$ cat config.mk
export PLATFORM = sky130hd
export DESIGN_NAME = oqpsk_modem
export DESIGN_NICKNAME = d
export VERILOG_FILES = /design/src/hw/oqpsk_modem.v
export VERILOG_INCLUDE_DIRS = /design/src /design/src/inc
export SDC_FILE = /design/constraint.sdc
export NUM_CORES = 1
export LEC_CHECK = 0
export ABC_AREA = 1
export BUFFER_PORTS_ARGS = -buffer_cell sky130_fd_sc_hd__clkbuf_2
export CORE_MARGIN = 10
export CORE_UTILIZATION = 59
export DETAILED_ROUTE_END_ITERATION = 7
export PLACE_DENSITY = 0.92
export SYNTH_ARGS = -nofsm -noshare
export SYNTH_HDL_FRONTEND = slang
export SYNTH_SLANG_ARGS = --single-unit
$ cat constraint.sdc
create_clock -name clk -period 2.9 [get_ports clk]
set_input_delay 0.29 -clock clk [delete_from_list [all_inputs] [get_ports clk]]
set_output_delay 0.29 -clock clk [all_outputs]
set_load 0.02 [all_outputs]
$ cat src/inc/modem_regs.vh
`ifndef MODEM_REGS_VH
`define MODEM_REGS_VH

// Register indices; byte address is four times the index
`define CMD_IDX 16'h2200
`define CCA_THR_IDX 16'h2248
`define MASK_IDX 16'h2277
`define INDEX_IDX 16'h2278
`define FLAGS_IDX 16'h227E
`define RSSI_PKT_IDX 16'h2290
`define RSSI_LIVE_IDX 16'h2291
`define TX_CTRL_IDX 16'h2292
`define CMD_ADDR (`CMD_IDX << 2)
`define CCA_THR_ADDR (`CCA_THR_IDX << 2)
`define MASK_ADDR (`MASK_IDX << 2)
`define INDEX_ADDR (`INDEX_IDX << 2)
`define FLAGS_ADDR (`FLAGS_IDX << 2)
`define RSSI_PKT_ADDR (`RSSI_PKT_IDX << 2)
`define RSSI_LIVE_ADDR (`RSSI_LIVE_IDX << 2)
`define TX_CTRL_ADDR (`TX_CTRL_IDX << 2)

// Field positions
`define CMD_OFF_BIT 7
`define CMD_ON_BIT 6
`define TX_GO_BIT 0
`define EV_RX_DONE 3
`define EV_RX_BEGIN 2
`define EV_TX_DONE 1
`define EV_READY 0

// Reset values
`define MASK_RESET 4'h0
`define CCA_THR_RESET 8'h50
`define CMD_LOW_BITS 6'h3C
`define MASK_HIGH_BITS 4'hF

// Frame layout
`define SFD_BYTE 8'hA7
`define SFD_LOW 4'h7
`define SFD_HIGH 4'hA
`define SFD_POS 8'h04
`define FIFO_START 8'h05
`define PREAMBLE_BYTE 8'h00

// Spreading: symbol 0 with C0 at bit 31, odd-chip inversion mask
`define CHIP_BASE 32'hD9C3522E
`define CHIP_ODD_MASK 32'h55555555

// Timing
`define CLK_PERIOD_NS 10
`define RF_SETTLE_NS 20000

`endif

$ cat src/hw/oqpsk_modem.v
// Decided for this implementation: the address map and register access over APB.
`timescale 1ns/1ps
`default_nettype none
`include "modem_regs.vh"

module oqpsk_modem #(
  parameter SAMPLE_DIV = 12,
  parameter RSSI_WIN_LOG = 3,
  parameter SETTLE_CYCLES = (`RF_SETTLE_NS + `CLK_PERIOD_NS - 1) / `CLK_PERIOD_NS
) (
  // Clock and reset
  input wire clk,
  input wire nrst,
  // APB slave
  input wire psel,
  input wire penable,
  input wire pwrite,
  input wire [15:0] paddr,
  input wire [31:0] pwdata,
  output reg [31:0] prdata,
  output wire pready,
  output wire pslverr,
  output wire irq,
  // Transmit FIFO of the MAC
  input wire [7:0] tx_fifo_data,
  input wire tx_fifo_valid,
  output wire tx_fifo_pop,
  // DAC samples, two's complement
  output reg [7:0] dac_i,
  output reg [7:0] dac_q,
  output reg dac_valid,
  // Demodulator and power from the receive path
  input wire [3:0] demod_sym,
  input wire demod_sym_valid,
  input wire [7:0] rx_power,
  input wire rx_power_valid,
  // Receive FIFO of the MAC
  output reg [7:0] rx_fifo_data,
  output reg rx_fifo_write,
  // RF front end power
  output wire rf_enable
);

  localparam M_IDLE = 3'b001;
  localparam M_WAKE = 3'b010;
  localparam M_READY = 3'b100;
  localparam T_IDLE = 5'b00001;
  localparam T_CCA = 5'b00010;
  localparam T_SEND = 5'b00100;
  localparam T_FETCH = 5'b01000;
  localparam T_DONE = 5'b10000;
  localparam R_HUNT = 3'b001;
  localparam R_LEN = 3'b010;
  localparam R_BODY = 3'b100;

  reg [2:0] mstate;
  reg [15:0] settle;
  reg [4:0] tstate;
  reg [2:0] rstate;
  reg [3:0] flags;
  reg [3:0] mask;
  reg [3:0] snap;
  reg [7:0] cca_thr;
  reg [7:0] rssi_pkt;
  reg [7:0] rssi_live;
  reg pkt_latched;
  reg [RSSI_WIN_LOG+7:0] acc;
  reg [RSSI_WIN_LOG-1:0] wcnt;
  reg [7:0] div;
  reg [2:0] sph;
  reg [4:0] chip_idx;
  reg nib;
  reg [7:0] bcnt;
  reg [7:0] cur_byte;
  reg [6:0] tx_len;
  reg ichip;
  reg qchip;
  reg tx_done_ev;
  reg [3:0] prev_sym;
  reg [3:0] low_nib;
  reg rnib;
  reg [6:0] rx_len;
  reg [6:0] rcnt;
  reg rx_begin_ev;
  reg rx_done_ev;
  reg ready_ev;
  reg [31:0] rdata;
  reg hit;
  reg [2:0] code;

  // Sequence for a symbol: rotate by four chips per step, invert odd chips in upper half
  function [31:0] chip_seq;
    input [3:0] sym;
    reg [63:0] d;
    begin
      d = {`CHIP_BASE, `CHIP_BASE} >> {sym[2:0], 2'h0};
      chip_seq = d[31:0] ^ (sym[3] ? `CHIP_ODD_MASK : 32'h00000000);
    end
  endfunction

  // Half-sine pulse, eight samples across two chip periods
  function [7:0] shape;
    input chip;
    input [2:0] ph;
    reg [7:0] a;
    begin
      case (ph)
        3'h0: a = 8'h00;
        3'h1: a = 8'h31;
        3'h2: a = 8'h5A;
        3'h3: a = 8'h75;
        3'h4: a = 8'h7F;
        3'h5: a = 8'h75;
        3'h6: a = 8'h5A;
        default: a = 8'h31;
      endcase
      shape = chip ? a : 8'h00 - a;
    end
  endfunction

  // Bus decode; zero wait states, read data registered in setup
  wire setup_rd = psel & ~penable & ~pwrite;
  wire acc_rd = psel & penable & ~pwrite;
  wire wr = psel & penable & pwrite;
  assign pready = 1'b1;
  assign pslverr = psel & penable & ~hit;
  wire on_req = wr & (paddr == `CMD_ADDR) & ~pwdata[`CMD_ON_BIT];
  wire off_req = wr & (paddr == `CMD_ADDR) & ~pwdata[`CMD_OFF_BIT];
  wire modem_ready = (mstate == M_READY);
  wire tx_busy = (tstate != T_IDLE);
  wire rx_busy = (rstate != R_HUNT);
  wire chan_busy = (rssi_live >= cca_thr);
  wire tx_go = wr & (paddr == `TX_CTRL_ADDR) & pwdata[`TX_GO_BIT] & modem_ready & ~tx_busy & ~rx_busy;
  wire rd_clear = acc_rd & ((paddr == `FLAGS_ADDR) | (paddr == `INDEX_ADDR));
  wire [3:0] pend = flags & ~mask;
  assign irq = |pend;
  assign rf_enable = ~mstate[0];

  // Fixed priority encoder for the index register
  always @* begin
    if (pend[`EV_RX_DONE]) begin
      code = 3'h1;
    end else if (pend[`EV_RX_BEGIN]) begin
      code = 3'h2;
    end else if (pend[`EV_TX_DONE]) begin
      code = 3'h3;
    end else if (pend[`EV_READY]) begin
      code = 3'h4;
    end else begin
      code = 3'h0;
    end
  end

  // Read multiplexer, every register one aligned word
  always @* begin
    hit = 1'b1;
    rdata = 32'h00000000;
    case (paddr)
      `CMD_ADDR: rdata = {24'h000000, 1'b1, mstate != M_WAKE, `CMD_LOW_BITS};
      `CCA_THR_ADDR: rdata = {24'h000000, cca_thr};
      `MASK_ADDR: rdata = {24'h000000, `MASK_HIGH_BITS, mask};
      `INDEX_ADDR: rdata = {24'h000000, pend, 1'b0, code};
      `FLAGS_ADDR: rdata = {28'h0000000, flags};
      `RSSI_PKT_ADDR: rdata = {24'h000000, rssi_pkt};
      `RSSI_LIVE_ADDR: rdata = {24'h000000, rssi_live};
      `TX_CTRL_ADDR: rdata = {29'h00000000, chan_busy, rx_busy, tx_busy};
      default: hit = 1'b0;
    endcase
  end

  // Register file; snapshot lets a read clear only the flags set at its setup
  always @(posedge clk or negedge nrst) begin
    if (!nrst) begin
      prdata <= 32'h00000000;
      snap <= 4'h0;
      mask <= `MASK_RESET;
      cca_thr <= `CCA_THR_RESET;
      flags <= 4'h0;
    end else begin
      if (setup_rd) begin
        prdata <= rdata;
        snap <= flags;
      end
      if (wr & (paddr == `MASK_ADDR)) begin
        mask <= pwdata[3:0];
      end
      if (wr & (paddr == `CCA_THR_ADDR)) begin
        cca_thr <= pwdata[7:0];
      end
      // New events win over a clearing read in the same cycle
      flags <= (flags & ~(rd_clear ? snap : 4'h0))
        | {rx_done_ev, rx_begin_ev, tx_done_ev, ready_ev};
    end
  end

  // Modem power state; starts idle, waits for RF to settle
  always @(posedge clk or negedge nrst) begin
    if (!nrst) begin
      mstate <= M_IDLE;
      settle <= 16'h0000;
      ready_ev <= 1'b0;
    end else begin
      ready_ev <= 1'b0;
      if (off_req) begin
        mstate <= M_IDLE;
      end else begin
        case (mstate)
          M_IDLE: begin
            settle <= 16'h0000;
            if (on_req) begin
              mstate <= M_WAKE;
            end
          end
          M_WAKE: begin
            settle <= settle + 16'h0001;
            if (settle == SETTLE_CYCLES[15:0] - 16'h0001) begin
              mstate <= M_READY;
              ready_ev <= 1'b1;
            end
          end
          M_READY: mstate <= M_READY;
          default: mstate <= M_IDLE;
        endcase
      end
    end
  end

  // Sample-rate enable
  wire tick = (div == SAMPLE_DIV[7:0] - 8'h01);
  always @(posedge clk or negedge nrst) begin
    if (!nrst) begin
      div <= 8'h00;
    end else begin
      div <= tick ? 8'h00 : div + 8'h01;
    end
  end

  // Current chip of the current symbol, low nibble first
  wire [31:0] cur_seq = chip_seq(nib ? cur_byte[7:4] : cur_byte[3:0]);
  wire cbit = cur_seq[~chip_idx];
  wire i_now = (sph == 3'h0) ? cbit : ichip;
  wire q_now = (sph == 3'h4) ? cbit : qchip;
  wire [7:0] next_bcnt = bcnt + 8'h01;
  wire [7:0] last_byte = `FIFO_START + {1'b0, tx_len};
  assign tx_fifo_pop = (tstate == T_FETCH) & tx_fifo_valid;

  // Transmitter: even chips on I, odd chips on Q half a pulse later
  always @(posedge clk or negedge nrst) begin
    if (!nrst) begin
      tstate <= T_IDLE;
      sph <= 3'h0;
      chip_idx <= 5'h00;
      nib <= 1'b0;
      bcnt <= 8'h00;
      cur_byte <= `PREAMBLE_BYTE;
      tx_len <= 7'h00;
      ichip <= 1'b0;
      qchip <= 1'b0;
      dac_i <= 8'h00;
      dac_q <= 8'h00;
      dac_valid <= 1'b0;
      tx_done_ev <= 1'b0;
    end else begin
      dac_valid <= 1'b0;
      tx_done_ev <= 1'b0;
      if (~modem_ready) begin
        tstate <= T_IDLE;
        dac_i <= 8'h00;
        dac_q <= 8'h00;
      end else begin
        case (tstate)
          T_IDLE: begin
            dac_i <= 8'h00;
            dac_q <= 8'h00;
            if (tx_go) begin
              tstate <= T_CCA;
            end
          end
          T_CCA: begin
            sph <= 3'h0;
            chip_idx <= 5'h00;
            nib <= 1'b0;
            bcnt <= 8'h00;
            cur_byte <= `PREAMBLE_BYTE;
            if (~chan_busy & ~rx_busy) begin
              tstate <= T_SEND;
            end
          end
          T_SEND: begin
            if (tick) begin
              if (sph == 3'h0) begin
                ichip <= cbit;
              end
              if (sph == 3'h4) begin
                qchip <= cbit;
              end
              dac_i <= shape(i_now, sph);
              dac_q <= shape(q_now, sph ^ 3'h4);
              dac_valid <= 1'b1;
              sph <= sph + 3'h1;
              if (sph[1:0] == 2'h3) begin
                chip_idx <= chip_idx + 5'h01;
                if (chip_idx == 5'h1F) begin
                  nib <= ~nib;
                  if (nib) begin
                    if (bcnt == last_byte) begin
                      tstate <= T_DONE;
                    end else begin
                      bcnt <= next_bcnt;
                      if (next_bcnt == `SFD_POS) begin
                        cur_byte <= `SFD_BYTE;
                      end else if (next_bcnt == `FIFO_START || next_bcnt > `FIFO_START) begin
                        tstate <= T_FETCH;
                      end
                    end
                  end
                end
              end
            end
          end
          // Fetch falls between sample ticks; an empty FIFO stalls the carrier
          T_FETCH: begin
            if (tx_fifo_valid) begin
              cur_byte <= tx_fifo_data;
              if (bcnt == `FIFO_START) begin
                tx_len <= tx_fifo_data[6:0];
              end
              tstate <= T_SEND;
            end
          end
          T_DONE: begin
            tx_done_ev <= 1'b1;
            tstate <= T_IDLE;
          end
          default: tstate <= T_IDLE;
        endcase
      end
    end
  end

  // Receiver: delimiter search, then nibble pairs into bytes
  wire rx_on = modem_ready & ~tx_busy;
  wire [7:0] rx_byte = {demod_sym, low_nib};
  wire sfd_hit = rx_on & (rstate == R_HUNT) & demod_sym_valid
    & (prev_sym == `SFD_LOW) & (demod_sym == `SFD_HIGH);
  always @(posedge clk or negedge nrst) begin
    if (!nrst) begin
      rstate <= R_HUNT;
      prev_sym <= 4'h0;
      low_nib <= 4'h0;
      rnib <= 1'b0;
      rx_len <= 7'h00;
      rcnt <= 7'h00;
      rx_fifo_data <= 8'h00;
      rx_fifo_write <= 1'b0;
      rx_begin_ev <= 1'b0;
      rx_done_ev <= 1'b0;
    end else begin
      rx_fifo_write <= 1'b0;
      rx_begin_ev <= 1'b0;
      rx_done_ev <= 1'b0;
      if (~rx_on) begin
        rstate <= R_HUNT;
        prev_sym <= 4'h0;
      end else if (demod_sym_valid) begin
        case (rstate)
          R_HUNT: begin
            prev_sym <= demod_sym;
            rnib <= 1'b0;
            if (sfd_hit) begin
              rx_begin_ev <= 1'b1;
              rstate <= R_LEN;
            end
          end
          R_LEN, R_BODY: begin
            rnib <= ~rnib;
            if (~rnib) begin
              low_nib <= demod_sym;
            end else begin
              rx_fifo_data <= rx_byte;
              rx_fifo_write <= 1'b1;
              rcnt <= rcnt + 7'h01;
              if (rstate == R_LEN) begin
                rx_len <= rx_byte[6:0];
                rcnt <= 7'h00;
                rstate <= R_BODY;
              end
              if ((rstate == R_LEN && rx_byte[6:0] == 7'h00)
                  || (rstate == R_BODY && rcnt + 7'h01 == rx_len)) begin
                rx_done_ev <= 1'b1;
                rstate <= R_HUNT;
                prev_sym <= 4'h0;
              end
            end
          end
          default: rstate <= R_HUNT;
        endcase
      end
    end
  end

  // Power averaging over a window of 2^RSSI_WIN_LOG samples
  wire [RSSI_WIN_LOG+7:0] sum = acc + {{RSSI_WIN_LOG{1'b0}}, rx_power};
  wire [7:0] avg = sum[RSSI_WIN_LOG+7:RSSI_WIN_LOG];
  always @(posedge clk or negedge nrst) begin
    if (!nrst) begin
      acc <= {(RSSI_WIN_LOG+8){1'b0}};
      wcnt <= {RSSI_WIN_LOG{1'b0}};
      rssi_pkt <= 8'h00;
      rssi_live <= 8'h00;
      pkt_latched <= 1'b0;
    end else if (sfd_hit) begin
      // Restart so the packet value covers packet samples only
      acc <= {(RSSI_WIN_LOG+8){1'b0}};
      wcnt <= {RSSI_WIN_LOG{1'b0}};
      pkt_latched <= 1'b0;
    end else if (rx_power_valid) begin
      wcnt <= wcnt + {{(RSSI_WIN_LOG-1){1'b0}}, 1'b1};
      if (&wcnt) begin
        acc <= {(RSSI_WIN_LOG+8){1'b0}};
        if (~rx_busy) begin
          rssi_live <= avg;
        end else if (~pkt_latched) begin
          rssi_pkt <= avg;
          pkt_latched <= 1'b1;
        end
      end else begin
        acc <= sum;
      end
    end
  end

endmodule
`default_nettype wire

==> summary.txt <==
Run status
  – Status: finished, final reports clean

STA
  – # setup viols final: 0
  – Max-slew headroom: 56.5%
  – Setup TNS: 0 ns
  – Final hold vios: 0
  – Setup WS post-layout: 0.305 ns
  – Final min period: 2.59 ns
  – Slew @ Worst Pin: 0.651 ns
  – Max Fclk: 385 MHz
  – Period utilisation layout: 89.5%
  – RSZ-0062 raised after global routing: no
  – Skew final: 0.0125 ns
  – Slew Limit Fails: 0

Critical path
  – Max incr delay on CP: 0.46 ns
  – R2R depth: 18
  – CP startpoint kind: flip-flop
  – Worst reg2reg path endpoint: dac_q[6]
  – Buf/Inv on CP: 2
  – Crit Path Max Fanout: 8
  – Critical path capture point type: flip-flop
  – Setup CP Type: reg -> reg
  – Reg2Reg Setup Slack: 0.31 ns
  – CP Data Arrival Time: 2.92 ns
  – Crit path max-delay family: simple AND/OR/NAND/NOR gates
  – Critical path data required time: 3.23 ns
  – Crit-path cells: inv_4, nand2_1, nand2_1, ha_1, inv_1, nand3_1, nand2_1, nand2_1, nand3_1, nand2_1, a21oi_1, nand3_1, nand3_1, nand2_2, nand2_2, nand3_1, nand3_1, nand2_1
  – CP max stage cell: dfrtp_2
  – Reg-to-reg startpoint: nib

Global routing
  – Total track usage: 22.5%
  – Initial antenna violation count: 0
  – Number of global-route vias before repair: 9976
  – Grt total ovfl: 0
  – First-pass GRT wire length: 46300 um
  – Largest net degree at the start of global routing: 71

Min path
  – Hold Path Depth: 2
  – Worst Hold Path EP: cca_thr[5]
  – Worst Hold Launch: pwdata[5]
  – Hold Path Class: in -> reg

Cells and area
  – Reg area: 4540 um2
  – Area growth, synth to finish: 11.7%
  – Number of fill cells in the layout: 1460
  – Largest regs: settle x16, acc x11
  – N_diodes: 0
  – Most flops, register: settle
  – Max FFs per register: 16
  – Final #Nets: 1655
  – Multi-input logic area: 5430 um2
  – Final Cell Area: 12200 um2
  – Ratio of cells with drive above 1 in the final layout: 12.9%
  – Final cell count without fillers: 1782

Yosys
  – Synth top area cells: dfrtp_1 40%, nand2_1 12%, nand3_1 6.5%
  – Number of synthesized flops with an enable pin: 0
  – Adder-cell share of the synthesized area: 4.53%
  – Share of the synthesized area in the top cell type: 40.3%
  – Number of synthesized register bits: 181
  – Post-synthesis mux area share: 0.309%
  – Sequential-to-total area share from yosys stat: 41.5%
  – Synth Area in XOR/XNOR: 3.20%
  – Most frequent cell after synthesis: nand2_1
  – Synth Area in Compound Gates: 12.2%
  – Simple-gate portion of the synthesized area: 28.5%
  – Yosys cell types: 56
  – Yosys warns: 0
  – Largest family of logic cells by synthesized area: simple AND/OR/NAND/NOR gates
  – Asr flop ratio synth: 100%
  – Most common flop cell mapped by yosys: dfrtp_1
  – Avg Inst Size Synth: 7.60 um2
  – Largest area contributor in the netlist: dfrtp_1
  – Post-synth top cells: 349 x nand2_1, 178 x inv_1, 176 x dfrtp_1
  – Mapped Area: 10900 um2
  – Post-synthesis cell count: 1439

Power and ir drop
  – VDD IR-drop max: 0.543 mV
  – Final Power: 7.57 mW
  – Leakage dissipation: 6.24 nW
  – PD cells: 619 nW/um2

Floorplanning
  – Die W: 156 um
  – Ports: 139
  – Die Y: 156 um
  – Rows: 49
  – Initial Util: 60.5%
  – Die area: 24400 um2
  – Core Footprint: 18100 um2

Detailed routing
  – Overall routed net length: 27100 um
  – Detail Route Antenna Nets: 0
  – DRC violations left: 0
  – Pre-Repair DR Iteration Count: 6
  – Avg WL per Cell: 15.2 um
  – Initial DRC Count: 815
  – DR vias: 10200
  – Vias per cell: 5.72

CTS
  – Clock buffer depth: 2
  – CTS Root Cell: clkbuf_16
  – Clock-pin slew on the worst setup and hold paths: 0.08 ns
  – Clk sinks: 181
  – CTS tree: done
  – Clock latency on the worst-skew pair: 0.44 ns
  – TritonCTS buffer count: 17
  – CTS H-Tree Depth: 4

Placement
  – Pre-CTS setup slack: 0.274 ns
  – IO Port Bufs: 89
  – Placed Instances: 1749
  – Final HPWL DP: 20100 um
  – Gp weighted congestion: 0.993
  – Area post-placement: 11600 um2

Run
  – Max_cap viols: 0
==> layout make-up <==
cell class | instances | area share [%]
sequential | 181 | 37.1
timing repair buffer | 111 | 5.28
tap | 229 | 2.35
clock inverter | 15 | 1.48
inverter | 189 | 5.85
multi-input combinational | 1040 | 44.4
clock buffer | 17 | 3.48
==> metrics by stage <==
stage	hold WS (ns)	util [%]
6_report	0.0814	67.5
5_1_grt	0.0782	67.5
4_1_cts	0.0735	67.5
3_5_place_dp	0.334	64.1
3_3_place_gp	0.331	64.1
2_1_floorplan	-0.00559	-
==> cells by family after synthesis <==
logic type / count (synthesis)
AND/OR/NAND/NOR: 696
flip-flops: 181
XOR/XNOR: 40
adder cells (fa/ha/maj): 39
buffers and inverters: 241
multiplexers: 3
other: 2
AO/OA/AOI/OAI: 237
==> report_power, final <==
group,total [mW],internal (mW),switching (mW),leakage [nW]
Combinational,2.19,0.741,1.45,3.52
Clock,2.35,1.24,1.11,0.295
Sequential,3.02,2.80,0.221,2.42
Total,7.57,4.78,2.78,6.24
==> worst max-delay path by stage <==
stage | depth (start not counted) | startpoint | slack (ns) | endpoint
6_report | 18 | nib | 0.31 | dac_q[6]
5_1_grt | 18 | nib | 0.06 | dac_i[3]
4_1_cts | 18 | nib | 0.24 | dac_q[6]
3_5_place_dp | 18 | nib | 0.27 | dac_q[6]
3_3_place_gp | 18 | nib | 0.34 | qchip
2_1_floorplan | 19 | nib | 0.59 | qchip
==> worst reg2reg max path, cell delays in order, from the launching register on <==
cell and delay [ns]:
dfrtp_2 0.46, inv_4 0.08, nand2_1 0.07, nand2_1 0.06, ha_1 0.29, inv_1 0.07, nand3_1 0.24, nand2_1 0.15
nand2_1 0.05, nand3_1 0.07, nand2_1 0.09, a21oi_1 0.14, nand3_1 0.08, nand3_1 0.16, nand2_2 0.10, nand2_2 0.14
nand3_1 0.11, nand3_1 0.08, nand2_1 0.05
==> routing by layer <==
layer	vias up	share of wire [%]	GRT usage (%)
li1	4911	-	-
met1	4843	43	28.3
met2	384	49	37.7
met3	62	6.3	4.82
met4	0	2.3	7.19
met5	-	0	0
==> repair_timing <==
item | CTS | global route
hold buffers | 1 | 0
endpoints found under the hold margin | 66 | 0
endpoints found under the setup margin | 0 | 8
gates resized for setup | 0 | 1
setup buffers | 0 | 0
==> cells in the final DEF (no fill, tap or decap), types with 5 or more instances in the layout <==
master,count
o21a_1,5
nor2_1,99
o21ai_1,12
nand4_1,29
xor2_1,30
ha_1,38
buf_4,19
dfstp_2,5
inv_1,178
clkbuf_2,88
a21oi_1,49
nand3_1,143
o22ai_1,7
inv_2,9
nand2_1,349
o21ai_0,132
or2_2,5
xnor2_1,10
conb_1,25
o21bai_1,5
clkbuf_16,17
nand2_2,11
nor4_1,20
o31ai_1,9
dfrtp_1,175
nor3_1,20
(Power assumes the default switching activity.)
